$ cat config.mk
export PLATFORM = sky130hd
export DESIGN_NAME = ulp_phy_bus
export DESIGN_NICKNAME = d
export VERILOG_FILES = /design/src/pkg/ulp_pkg.sv /design/src/verilog/ulp_phy_bus.sv
export SDC_FILE = /design/constraint.sdc
export NUM_CORES = 1
export LEC_CHECK = 0
export BUFFER_PORTS_ARGS = -buffer_cell sky130_fd_sc_hd__buf_4
export CORE_ASPECT_RATIO = 0.6
export CORE_MARGIN = 10
export CORE_UTILIZATION = 44
export CTS_BUF_LIST = sky130_fd_sc_hd__clkbuf_16
export DETAILED_ROUTE_END_ITERATION = 6
export PLACE_DENSITY = 0.65
export SYNTH_ARGS = -nofsm -noshare
export SYNTH_HDL_FRONTEND = slang
export SYNTH_SLANG_ARGS = --single-unit
$ cat constraint.sdc
create_clock -name clock -period 2.55 [get_ports clock]
set_clock_uncertainty 0.05 [all_clocks]
set_input_delay 0.51 -clock clock [delete_from_list [all_inputs] [get_ports clock]]
set_output_delay 0.51 -clock clock [all_outputs]
set_load 0.05 [all_outputs]
$ cat src/pkg/ulp_pkg.sv
package ulp_pkg;
    // command byte layout
    localparam int CMD_HI = 7;
    localparam int CMD_LO = 6;
    localparam logic [1:0] CMD_SPECIAL = 2'h0;
    localparam logic [1:0] CMD_TX      = 2'h1;
    localparam logic [1:0] CMD_REGW    = 2'h2;
    localparam logic [1:0] CMD_REGR    = 2'h3;
    localparam logic [5:0] PAYLOAD_RAW_TRANSMIT_NO_IDENTIFIER = 6'h00;
    localparam logic [7:0] BUS_IDLE    = 8'h00;
    // receive event codes
    localparam logic [1:0] EV_NONE    = 2'h0;
    localparam logic [1:0] EV_ACTIVE  = 2'h1;
    localparam logic [1:0] EV_ERROR   = 2'h3;
    localparam logic [1:0] LS_SE0     = 2'h0;
    // configuration
    localparam int CONFIG_HOLD_TIME_NS = 1000;
    localparam int CLK_PERIOD_NS       = 10;
    localparam int CONFIG_HOLD_CYC     = (CONFIG_HOLD_TIME_NS + CLK_PERIOD_NS - 1) / CLK_PERIOD_NS;
    localparam logic [2:0] REF_DEFAULT = 3'h0;

    typedef enum logic [3:0] {
        ULP_IDLE    = 4'h0,
        ULP_TX      = 4'h1,
        ULP_TX_END  = 4'h2,
        ULP_WR_DATA = 4'h3,
        ULP_WR_STP  = 4'h4,
        ULP_RD_TURN = 4'h5,
        ULP_RD_DATA = 4'h6,
        ULP_TURN_UP = 4'h7,
        ULP_RXCMD   = 4'h8,
        ULP_RX      = 4'h9,
        ULP_TURN_DN = 4'hA,
        ULP_RD_GAP  = 4'hB
    } ulp_state_e;

    // receive side status from the transceiver
    typedef struct packed {
        logic       rx_valid;
        logic [7:0] rx_data;
        logic       receive_active_flag;
        logic       receive_error_flag;
        logic [1:0] line_state_bits;
    } ulp_usb_s;

    typedef struct packed {
        ulp_state_e state;
        logic       dir;
        logic       nxt;
        logic [7:0] dout;
        logic       oe;
        logic [1:0] ls_last;
        logic [1:0] ev_last;
        logic       rx_pend;
        logic       upd_pend;
        logic       eop_pend;
        logic [5:0] reg_addr;
        logic       reg_we;
        logic [5:0] we_addr;
        logic [7:0] we_data;
        logic       tx_start;
        logic       tx_valid;
        logic [7:0] tx_byte;
    } ulp_core_s;
endpackage

$ cat src/verilog/ulp_phy_bus.sv
`timescale 1ns/1ps
// Operation
// - rx command: line state 1:0, event 5:4
// - event codes 00 idle, 01 active, 11 error
// - rx command after every transmit
// - back-to-back rx commands keep dir high
// - raw transmit: nxt in cmd, stop ends
// - nxt paces transmit bytes
// - receive from idle raises dir and nxt
// - receive with dir high: rx command first
// - nxt marks data; status when nxt low
// - deferred status update at packet end
// - register write: cmd, data, stop
// - read: nxt, dir, then data, nxt low
// - rx command aborts access except data
// - receive during read data is delayed
// - receive after read appended back to back
// - dir during write stop applies write
// - receive after read data: no turnaround, dir stays high
// - reset low at power-on enters config
// - reset high for hold time exits config
// - command code 7:6, payload 5:0
// - falling edge count selects reference
module ulp_phy_bus #(
    parameter int HOLD_CYC = ulp_pkg::CONFIG_HOLD_CYC
) (
    input  wire logic             clock,
    input  wire logic             sys_rst,
    input  wire logic [7:0]       data_in,
    output logic      [7:0]       data_out,
    output logic                  data_oe,
    input  wire logic             stp,
    output logic                  dir,
    output logic                  nxt,
    input  wire ulp_pkg::ulp_usb_s usb,
    input  wire logic [7:0]       reg_rdata,
    output logic      [5:0]       reg_addr,
    output logic                  reg_we,
    output logic      [7:0]       reg_wdata,
    output logic                  tx_start,
    output logic                  tx_valid,
    output logic      [7:0]       tx_byte,
    input  wire logic             power_on,
    input  wire logic             reset_n_pin,
    output logic                  config_mode,
    output logic      [2:0]       reference_select
);
    // refuse a hold count the counter cannot serve
    if (HOLD_CYC < 1) begin : g_hold_check
        $error("hold count must be positive");
    end

    // ----------------------------------------------------------------
    // bus protocol state
    // ----------------------------------------------------------------
    ulp_pkg::ulp_core_s s_r, s_nxt;
    logic [7:0] rxcmd;
    logic [1:0] ev_now;
    logic       chg;

    // current event code; 10 is never produced
    always_comb begin
        if (!usb.receive_active_flag)
            ev_now = ulp_pkg::EV_NONE;
        else if (usb.receive_error_flag)
            ev_now = ulp_pkg::EV_ERROR;
        else
            ev_now = ulp_pkg::EV_ACTIVE;
        rxcmd = {2'h0, ev_now, 2'h0, usb.line_state_bits};
        chg = (ev_now != s_r.ev_last) || (usb.line_state_bits != s_r.ls_last);
    end

    // main transition; status change gets queued when bus busy
    always_comb begin
        s_nxt = s_r;
        s_nxt.reg_we   = 1'b0;
        s_nxt.tx_start = 1'b0;
        s_nxt.tx_valid = 1'b0;
        s_nxt.nxt      = 1'b0;
        if (chg)
            s_nxt.upd_pend = 1'b1;
        if (usb.rx_valid)
            s_nxt.rx_pend = 1'b1;
        unique case (s_r.state)
            ulp_pkg::ULP_IDLE: begin
                s_nxt.oe = 1'b0;
                if (usb.receive_active_flag && s_r.ev_last == ulp_pkg::EV_NONE) begin
                    // abort anything on the bus, dir and nxt together
                    s_nxt.dir   = 1'b1;
                    s_nxt.nxt   = 1'b1;
                    s_nxt.ev_last = ev_now;
                    s_nxt.ls_last = usb.line_state_bits;
                    s_nxt.upd_pend = 1'b0;
                    s_nxt.state = ulp_pkg::ULP_TURN_UP;
                end else if (chg || s_r.upd_pend || s_r.eop_pend) begin
                    s_nxt.dir   = 1'b1;
                    s_nxt.state = ulp_pkg::ULP_TURN_UP;
                end else if (data_in[ulp_pkg::CMD_HI:ulp_pkg::CMD_LO] == ulp_pkg::CMD_TX) begin
                    s_nxt.nxt = 1'b1;
                    s_nxt.tx_start = 1'b1;
                    if (data_in[5:0] != ulp_pkg::PAYLOAD_RAW_TRANSMIT_NO_IDENTIFIER) begin
                        // pid goes out as the first usb byte
                        s_nxt.tx_valid = 1'b1;
                        s_nxt.tx_byte  = {~data_in[3:0], data_in[3:0]};
                    end
                    s_nxt.state = ulp_pkg::ULP_TX;
                end else if (data_in[ulp_pkg::CMD_HI:ulp_pkg::CMD_LO] == ulp_pkg::CMD_REGW) begin
                    s_nxt.nxt = 1'b1;
                    s_nxt.reg_addr = data_in[5:0];
                    s_nxt.state = ulp_pkg::ULP_WR_DATA;
                end else if (data_in[ulp_pkg::CMD_HI:ulp_pkg::CMD_LO] == ulp_pkg::CMD_REGR) begin
                    s_nxt.nxt = 1'b1;
                    s_nxt.reg_addr = data_in[5:0];
                    s_nxt.state = ulp_pkg::ULP_RD_TURN;
                end
            end
            ulp_pkg::ULP_TX: begin
                if (stp) begin
                    s_nxt.nxt = 1'b0;
                    s_nxt.eop_pend = 1'b1;
                    s_nxt.state = ulp_pkg::ULP_TX_END;
                end else begin
                    // byte held until the nxt just given is seen;
                    // the command byte itself still stands in the first cycle
                    s_nxt.nxt = 1'b1;
                    if (s_r.nxt && !s_r.tx_start) begin
                        s_nxt.tx_valid = 1'b1;
                        s_nxt.tx_byte  = data_in;
                    end
                end
            end
            ulp_pkg::ULP_TX_END: begin
                // force an rx command after the packet: last line state set to 11 so the current one counts as a change
                s_nxt.ls_last = ~ulp_pkg::LS_SE0;
                s_nxt.state = ulp_pkg::ULP_IDLE;
            end
            ulp_pkg::ULP_WR_DATA: begin
                if (chg || usb.receive_active_flag) begin
                    s_nxt.state = ulp_pkg::ULP_IDLE;
                end else begin
                    s_nxt.nxt = 1'b1;
                    s_nxt.state = ulp_pkg::ULP_WR_STP;
                end
            end
            ulp_pkg::ULP_WR_STP: begin
                // stop alone commits; a dir rise this cycle does not cancel it
                if (stp) begin
                    s_nxt.reg_we  = 1'b1;
                    s_nxt.we_addr = s_r.reg_addr;
                    s_nxt.state = ulp_pkg::ULP_IDLE;
                end else if (s_r.nxt) begin
                    // data byte stands in the cycle its nxt is high
                    s_nxt.we_data = data_in;
                end
            end
            ulp_pkg::ULP_RD_TURN: begin
                s_nxt.dir = 1'b1;
                s_nxt.state = ulp_pkg::ULP_RD_DATA;
            end
            ulp_pkg::ULP_RD_DATA: begin
                // read data wins over a receive arriving now
                s_nxt.oe   = 1'b1;
                s_nxt.dout = reg_rdata;
                s_nxt.state = ulp_pkg::ULP_RD_GAP;
            end
            ulp_pkg::ULP_RD_GAP: begin
                if (usb.receive_active_flag || s_r.rx_pend) begin
                    s_nxt.dout = rxcmd;
                    s_nxt.ev_last = ev_now;
                    s_nxt.ls_last = usb.line_state_bits;
                    s_nxt.upd_pend = 1'b0;
                    s_nxt.state = ulp_pkg::ULP_RX;
                end else begin
                    s_nxt.dir = 1'b0;
                    s_nxt.oe  = 1'b0;
                    s_nxt.state = ulp_pkg::ULP_TURN_DN;
                end
            end
            ulp_pkg::ULP_TURN_UP: begin
                s_nxt.oe = 1'b1;
                s_nxt.nxt = 1'b0;
                s_nxt.state = ulp_pkg::ULP_RXCMD;
                s_nxt.dout = rxcmd;
                s_nxt.ev_last = ev_now;
                s_nxt.ls_last = usb.line_state_bits;
                s_nxt.upd_pend = 1'b0;
                s_nxt.eop_pend = 1'b0;
                // no buffer: a byte right after a receive from idle goes out at once
                if (usb.rx_valid && s_r.nxt) begin
                    s_nxt.nxt  = 1'b1;
                    s_nxt.dout = usb.rx_data;
                    s_nxt.rx_pend = 1'b0;
                    s_nxt.state = ulp_pkg::ULP_RX;
                end
            end
            ulp_pkg::ULP_RXCMD, ulp_pkg::ULP_RX: begin
                if (usb.rx_valid) begin
                    s_nxt.nxt  = 1'b1;
                    s_nxt.dout = usb.rx_data;
                    s_nxt.rx_pend = 1'b0;
                    s_nxt.state = ulp_pkg::ULP_RX;
                end else if (chg || s_r.upd_pend || usb.receive_active_flag) begin
                    // current values only, older changes folded in
                    s_nxt.dout = rxcmd;
                    s_nxt.ev_last = ev_now;
                    s_nxt.ls_last = usb.line_state_bits;
                    s_nxt.upd_pend = 1'b0;
                end else begin
                    s_nxt.dir = 1'b0;
                    s_nxt.oe  = 1'b0;
                    s_nxt.state = ulp_pkg::ULP_TURN_DN;
                end
            end
            ulp_pkg::ULP_TURN_DN: begin
                s_nxt.oe = 1'b0;
                s_nxt.state = ulp_pkg::ULP_IDLE;
            end
            default: s_nxt.state = ulp_pkg::ULP_IDLE;
        endcase
    end

    // state register
    always_ff @(posedge clock) begin
        if (sys_rst) begin
            s_r <= '0;
        end else begin
            s_r <= s_nxt;
        end
    end

    // ----------------------------------------------------------------
    // configuration by reset pin pulses
    // ----------------------------------------------------------------
    // hold counter long enough for the hold time; pulse count wraps at 8
    logic        cfg_r, cfg_nxt;
    logic        armed_r, armed_nxt;
    logic        pin_r;
    logic [2:0]  cnt_r, cnt_nxt;
    logic [2:0]  ref_r, ref_nxt;
    logic [$clog2(HOLD_CYC+1)-1:0] hold_r, hold_nxt;

    always_comb begin
        cfg_nxt = cfg_r;
        armed_nxt = armed_r;
        cnt_nxt = cnt_r;
        ref_nxt = ref_r;
        hold_nxt = hold_r;
        if (!power_on) begin
            armed_nxt = 1'b1;
            hold_nxt = '0;
            cfg_nxt = 1'b0;
        end else if (!cfg_r) begin
            if (armed_r && !reset_n_pin) begin
                hold_nxt = hold_r + 1'b1;
                if (hold_r == $bits(hold_r)'(HOLD_CYC - 1)) begin
                    cfg_nxt = 1'b1;
                    armed_nxt = 1'b0;
                    cnt_nxt = '0;
                    hold_nxt = '0;
                end
            end else begin
                armed_nxt = 1'b0;
                hold_nxt = '0;
            end
        end else begin
            if (pin_r && !reset_n_pin)
                cnt_nxt = cnt_r + 1'b1;
            if (reset_n_pin) begin
                hold_nxt = hold_r + 1'b1;
                if (hold_r == $bits(hold_r)'(HOLD_CYC - 1)) begin
                    cfg_nxt = 1'b0;
                    ref_nxt = cnt_r;
                end
            end else begin
                hold_nxt = '0;
            end
        end
    end

    always_ff @(posedge clock) begin
        if (sys_rst) begin
            cfg_r <= 1'b0;
            armed_r <= 1'b0;
            pin_r <= 1'b1;
            cnt_r <= '0;
            ref_r <= ulp_pkg::REF_DEFAULT;
            hold_r <= '0;
        end else begin
            cfg_r <= cfg_nxt;
            armed_r <= armed_nxt;
            pin_r <= reset_n_pin;
            cnt_r <= cnt_nxt;
            ref_r <= ref_nxt;
            hold_r <= hold_nxt;
        end
    end

    // outputs straight from flip-flops
    assign data_out = s_r.dout;
    assign data_oe = s_r.oe;
    assign dir = s_r.dir;
    assign nxt = s_r.nxt;
    assign reg_addr = s_r.reg_addr;
    assign reg_we = s_r.reg_we;
    assign reg_wdata = s_r.we_data;
    assign tx_start = s_r.tx_start;
    assign tx_valid = s_r.tx_valid;
    assign tx_byte = s_r.tx_byte;
    assign config_mode = cfg_r;
    assign reference_select = ref_r;
endmodule

== Yosys cells after proc, flatten, opt, wreduce, memory -nomap -nowiden ==
Index checks and enable logic that the tools add are counted.

* Bits in registers: 69
* Latch bits: 0
* Bits in writable memories: 0
* ROM bits: 0
* Word-level logic and storage cells: 196
* Memories kept: 0

* $add $sub $neg: 2
* Multipliers: 0
* Divide/modulo/power cells: 0
* $lt $le $gt $ge: 0
* Equality and inequality tests: 38
* Shift operators: 0
* Mux-type cells: 79
* Bitwise operators: 8
* Reductions and logical operators: 46

{| class="wikitable"
|+ Operators by type and width
! cell !! number
|-
| 2-to-1 mux 9 bit || 6
|-
| 2-to-1 mux 4 bit || 10
|-
| case mux 4 bit (9 select lines) || 1
|-
| 2-to-1 mux 7 bit || 5
|-
| case mux 8 bit (4 select lines) || 1
|-
| 2-to-1 mux 1 bit || 30
|-
| inequality test 2 bit (second input constant) || 15
|-
| 2-to-1 mux 8 bit || 3
|-
| AND reduction 5 bit || 4
|-
| 2-to-1 mux 6 bit || 3
|-
| case mux 9 bit (2 select lines) || 1
|-
| == test 4 x 3 -> 1 bit (second input constant) || 4
|-
| == test 4 bit (second input constant) || 4
|-
| AND reduction 4 bit || 4
|-
| nonzero test 4 bit || 4
|-
| 2-to-1 mux 3 bit || 5
|-
| case mux 1 bit (4 select lines) || 3
|-
| 2-to-1 mux 10 bit || 1
|-
| 2-to-1 mux 5 bit || 2
|-
| case mux 2 bit (5 select lines) || 1
|-
| nonzero test 2 bit || 5
|-
| OR reduction 2 bit || 5
|-
| inequality test 3 bit (second input constant) || 3
|-
| == test 4 x 2 -> 1 bit (second input constant) || 2
|-
| 27 further kinds || 51
|}

== Longest topological paths before layout ==
Gate-level depths: netlist (run 1).

* Word-level depth: 9
* Depth in mapped cells: 7
* Gate-level depth less buffers: 7

== Least setup slack after synthesis (run 1) ==
No wires, ideal clock.

* Path type: input to register
* Start point: in usb[1] (netlist name)
* End point: reg s_r, in the netlist reg_addr[0]
* Library setup time: 0.128 ns
* Data arrival time: 1.932 ns
* Data required time: 2.372 ns
* Slack: 0.441 ns
* Stages: 5
* Path buffers: 0
* Cell sequence: xor2_1 > or4_4 > nor4_4 > mux2i_1 > nor2_1

* Cells in the longest elaborated chain, start to end: 6

{| class="wikitable"
|+ RTL lines
! element !! RTL line !! text
|-
| start, declared || ulp_phy_bus.sv:35 || <nowiki>input wire ulp_pkg::ulp_usb_s usb,</nowiki>
|-
| inequality test 2 bit || ulp_phy_bus.sv:70 || <nowiki>chg = (ev_now != s_r.ev_last) || (usb.line_state_bits != s_r.ls_last);</nowiki>
|-
| logical OR 1 bit || ulp_phy_bus.sv:70 ||
|-
| logical OR 1 bit (2 in series) || ulp_phy_bus.sv:95 || <nowiki>end else if (chg || s_r.upd_pend || s_r.eop_pend) begin</nowiki>
|-
| inverter 1 bit (no line) || -- ||
|-
| AND reduction 5 bit (no line) || -- ||
|-
| end signal, assigned || ulp_phy_bus.sv:227 || <nowiki>s_r <= s_nxt;</nowiki>
|-
| end, declared || ulp_phy_bus.sv:56 || <nowiki>ulp_pkg::ulp_core_s s_r, s_nxt;</nowiki>
|}

Every way passes these cells.
A chain may end at the register's enable or synchronous reset.

== Worst setup path after layout (run 1) ==
* Start point: reg s_r[49] (netlist name)
* End point: reg s_r, in the netlist tx_byte[4]

* Cells in the longest elaborated chain, start to end: 3
* Elaborated cells on any way between the ends: 11

{| class="wikitable"
|+ RTL lines
! element !! RTL line !! text
|-
| == test 4 x 1 -> 1 bit / zero test 4 bit (equally long branches) || ulp_phy_bus.sv:84 || <nowiki>unique case (s_r.state)</nowiki>
|-
| inequality test 2 bit (no line) / nonzero test 2 bit (equally long branches) || -- ||
|-
| AND reduction 7 bit (no line) || -- ||
|}

Parallel ways exist; a longest one is shown, timed or not.

==> flow_metrics.tcl, run 1 <==
set metrics [dict create \
    status "finished, final reports clean" \
    crit_fanout 20 \
    ys_types 54 \
    syn_area_mm2 0.00340 \
    worstSkewPairLatency_ns 0.33 \
    dieArea_mm2 0.0117 \
    avgSynthCellArea_um2 8.71 \
    grt_pass1_vias 2833 \
    grt_pass1_wl_um 14500 \
    routed_via_density 5.42 \
    antenna_found_initial 0 \
    post-route-util_pct 55.9 \
    drive_above_1_share_pct 25.4 \
    clock_path_buffers 2 \
    power_density_mw_per_mm2 860 \
    cts.sink_count 63 \
    gr-total-overflow 0 \
    crit_type "reg2reg" \
    m1WireLength_um 4350 \
    antennaDiodeCount 0 \
    synth_top_area_share_pct 37.1 \
    synthFlopType "dfxtp_1" \
    timing.setup.tns_ns 0 \
    root_buffer "clkbuf_16" \
    ys_seq_area_share_pct 37.1 \
    drc 0 \
    coreArea_mm2 0.00739 \
    wl_met3_um 501 \
    fin_nets 473 \
    layout_min_cycle_time_ns 2.28 \
    finalMaxSlewViolations 0 \
    grt_max_degree 33 \
    drt_iter0_markers 366 \
    cts_buffers 9 \
    fmax_mhz 439 \
    cts_hold_buf 0 \
    first_pass_iters 4 \
    p_total_uw 3550 \
    track_usage_pct 15.2 \
    path_clk_slew_ns 0.05 \
    ys_seq_elements 63 \
    setup_viol 0 \
    critPathMaxStageDelay_ns 0.75 \
    routabilityCongestion 0.842 \
    syn-instance-count 390 \
    power.leakage_uw 0.00177 \
    io_pins 74 \
    initial_core_util_pct 46.0 \
    vias 2930 \
    hpwl_um 6710 \
    relSlewSlack_pct 54.7 \
    synth_fp_nets 431 \
    period_share_pct 89.3 \
    rsz0062_at_grt "no" \
    wl_met2_um 3910 \
    num_rows 24 \
    synth-edff-count 0 \
    crit_path_end_kind "flop" \
    die-width_um 133 \
    wl_per_cell_um 16.3 \
    numPortBuffers 73 \
    htree_levels 3 \
    start_kind "flop" \
    peakVddDrop_mv 0.387 \
    cts_setup_buffers 0 \
    yosys.area.top_type "dfxtp_1" \
    highest_layer "met4" \
    cp_cell_sequence "nor4b_1 -> nor2b_1 -> and2_1 -> a311o_1 -> o221ai_1" \
    synth.most_common_cell "dfxtp_1" \
    arrival_ns 2.42 \
    die_h_um 88.1 \
    synth.top_cells.by_count "dfxtp_1, nor2_1, buf_4" \
    cts_tree "yes" \
    area_delta_synth_final_pct 21.5 \
    crit_slowest_cell "dfxtp_1" \
    finalHoldViolCount 0 \
    synthTopCellsByArea "dfxtp_1, mux2i_1, buf_4" \
    hold_path.class "in2reg" \
    drv_cap 0 \
    postRouteAntennaNets 0 \
    ctsResizeCount 0 \
    routed_wirelength_um 8840 \
    async_flop_share_pct 0 \
    synth_warnings 0 \
    rrSetupSlack_ns 0.27 \
    worstPathRequired_ns 2.69 \
    worst_pin_slew_ns 0.678 \
]
==> stage by stage <==
stage	cell area, um2	hold WS [ns]	std cells	setup slack [ns]
6_report	4130	0.333	541	0.273
5_1_grt	4130	0.330	541	0.0923
4_1_cts	4130	0.319	541	0.323
3_5_place_dp	3840	0.390	525	0.266
3_3_place_gp	3840	0.373	525	0.294
2_1_floorplan	3400	0.363	390	0.441
==> cell usage in the layout (no fill, tap or decap), types with 3 or more instances in the layout <==
master     count
buf_4         84
nor2b_1       10
ha_1           7
or2_2          3
and4b_1        3
a221oi_1      12
nand3_1       14
and2_1         3
nand4_1        3
clkbuf_16      9
nor3_1        16
nand2b_1       5
and3_1         6
o221ai_1       4
mux2i_1       23
dfxtp_1       63
o41ai_1        5
xor2_1         4
nand2_1       25
nand4b_1       3
a22oi_1        4
inv_1         10
or3_1          3
a21oi_1       15
o21ai_0       11
nor2_1        43
xnor2_1        7
==> area by class of cell <==
cell class / instances / area, um2
timing repair buffer: 84 / 631
sequential: 63 / 1260
inverter: 9 / 33.8
fill: 700 / 3260
clock buffer: 9 / 225
tap: 104 / 130
multi-input combinational: 265 / 1780
clock inverter: 7 / 63.8
==> final timing paths <==
| path | to | depth (start not counted) | startpoint |
|---|---|---|---|
| max | tx_byte[4] | 5 | s_r[49] |
| min | armed_r | 2 | power_on |
| max reg2reg | tx_byte[4] | 5 | s_r[49] |
| min reg2reg | hold_r[0] | 1 | hold_r[0] |
==> per-layer routing <==
metal	up-vias	track usage, %
met3	9	5.49
met1	1367	20.8
met5	-	0
met2	85	22.4
li1	1469	-
met4	0	3.64
==> state kept, by name, indices dropped and copies added (netlist names) <==
signal	count
data_out	8
tx_start	1
config_mode	1
tx_valid	1
reference_select	3
s_r	11
cnt_r	3
tx_byte	8
reg_we	1
hold_r	7
reg_wdata	8
data_oe	1
reg_addr	6
nxt	1
dir	1
armed_r	1
pin_r	1
==> where the power goes <==
part           total [uW]  internal [uW]  switching [uW]
sequential           1220           1090             129
clock                1180            748             429
combinational        1150            449             699
==> worst max-delay path: cells and delay by family, from the launching register on <==
| family | cells | cell delay, ns |
|---|---|---|
| AOI/OAI and AO/OA | 2 | 0.35 |
| and+or+nand+nor | 3 | 0.99 |
| DFF | 1 | 0.75 |
==> kinds of logic after synthesis <==
group	after synthesis	share of synthesized area, %
muxes	23	6.78
and+or+nand+nor	156	25.8
DFF	63	37.1
buffers and inverters	62	10.4
AOI/OAI and AO/OA	68	14.5
adders and majority gates	7	2.58
xor gates and xnor gates	11	2.84
(Power assumes the default switching activity.)
==> run 2, diff against run 1 <==
CAP_MARGIN = 30   (was not set)
PLACE_DENSITY = 0.67   (was 0.65)
SLEW_MARGIN = 20   (was not set)
==> flow_metrics.tcl, run 2 (same netlist as run 1, synthesis figures left out) <==
set metrics [dict create \
    status "finished, final reports clean" \
    relSlewSlack_pct 53.1 \
    drv_cap 0 \
    fin_nets 474 \
    finalMaxSlewViolations 0 \
    dp_cells 526 \
    crit_type "reg2reg" \
    fmax_mhz 435 \
    min_delay_path_depth 2 \
    crit_fanout 20 \
    p_seq_share_pct 35.3 \
    power.leakage_uw 0.00177 \
    setup_viol 0 \
    worstSkewPairLatency_ns 0.33 \
    start_kind "flop" \
    worstPathRequired_ns 2.69 \
    hold_path.class "in2reg" \
    cts_hold_buf 0 \
    drt_iter0_markers 207 \
    critPathMaxStageDelay_ns 0.53 \
    cts.sink_count 63 \
    timing.setup.tns_ns 0 \
    die_h_um 88.1 \
    layout_min_cycle_time_ns 2.30 \
    coreArea_mm2 0.00739 \
    grt_max_degree 25 \
    gr-total-overflow 0 \
    antenna_found_initial 0 \
    area_delta_synth_final_pct 21.8 \
    routed_via_density 5.46 \
    cts_buffers 9 \
    io_pins 74 \
    layout_common_cells "buf_4, dfxtp_1, nor2_1" \
    largest_reg_flops 11 \
    drive_above_1_share_pct 25.6 \
    cts_tree "yes" \
    cp_cell_sequence "nor4_4 -> nand2b_1 -> nor3_4 -> a311o_1 -> o221ai_1" \
    power_density_mw_per_mm2 862 \
    ctsResizeCount 0 \
    initial_core_util_pct 46.0 \
    cts_setup_buffers 0 \
    crit_path_end_kind "flop" \
    antennaDiodeCount 0 \
    multiInputGateArea_mm2 0.00178 \
    finalHoldViolCount 0 \
    first_pass_iters 5 \
    grt_pass1_wl_um 14600 \
    top_register "s_r" \
    routed_wirelength_um 9100 \
    hpwl_um 6730 \
    sw_frac_of_total_pct 35.7 \
    die-width_um 133 \
    routabilityCongestion 0.877 \
    layout.cells.non_filler 542 \
    clock_path_buffers 2 \
    grt_pass1_vias 2812 \
    peakVddDrop_mv 0.326 \
    crit_slowest_cell "dfxtp_1" \
    track_usage_pct 15.4 \
    ff2ff_path_depth 5 \
    vias 2961 \
    fillers 700 \
    path_clk_slew_ns 0.05 \
    numPortBuffers 73 \
    rsz0062_at_grt "no" \
    clkPwrFrac_pct 33.1 \
    combPwrFrac_pct 31.7 \
    regArea_mm2 0.00126 \
    num_rows 24 \
    worst_pin_slew_ns 0.703 \
    drc 0 \
    root_buffer "clkbuf_16" \
    wl_per_cell_um 16.8 \
    arrival_ns 2.44 \
    period_share_pct 90.1 \
    postRouteAntennaNets 0 \
    layout_commonest_cell "buf_4" \
    htree_levels 3 \
    p_int_uw 2290 \
    dieArea_mm2 0.0117 \
    p_switching_uw 1270 \
]
run 2: worst max-delay path: cells and delay by family, from the launching register on:
kind               cells  cell delay, ns
DFF                    1            0.53
and+or+nand+nor        3            1.11
AOI/OAI and AO/OA      2            0.47
run 2: worst paths after layout:
check | from | endpoint | slack, ns
worst max register to register | s_r[49] | tx_byte[6] | 0.25
worst max-delay path | s_r[49] | tx_byte[6] | 0.25
worst min register to register | hold_r[0] | hold_r[0] | 0.39
worst min-delay path | power_on | armed_r | 0.34
run 2: area by class of cell:
cell class / count / area share [%]
Clock inverter: 7 / 1.60
Timing Repair Buffer: 85 / 15.4
Inverter: 9 / 0.817
Multi-Input combinational cell: 265 / 43.1
Tap cell: 104 / 3.15
Clock buffer: 9 / 5.44
Sequential cell: 63 / 30.5
run 2: per-layer routing:
metal	part of all wire (%)	global-route usage [%]	routed length (um)	vias up
li1	-	-	-	1466
met5	0	0	0	-
met3	7.5	5.14	678	11
met1	47	20.3	4260	1375
met2	45	23.3	4060	109
met4	1.1	5.01	99	0
run 2: power by group through the flow:
stage	combinational, uW	sequential, uW	clock (uW)
global placement	1110	1260	0
finish	1130	1260	1180
detailed placement	1110	1270	0
global route	1230	1270	1250
floorplan	849	1240	0
CTS	1120	1250	1210
run 2: through the flow:
stage	hold WS, ns	total power (uW)	cell area [um2]	worst slack [ns]	util [%]
6_report	0.344	3560	4140	0.252	56.0
3_3_place_gp	0.377	2370	3840	0.302	52.0
2_1_floorplan	0.363	2090	3400	0.441	-
3_5_place_dp	0.384	2380	3840	0.257	52.0
5_1_grt	0.336	3750	4140	0.0851	56.0
4_1_cts	0.332	3580	4140	0.296	56.0
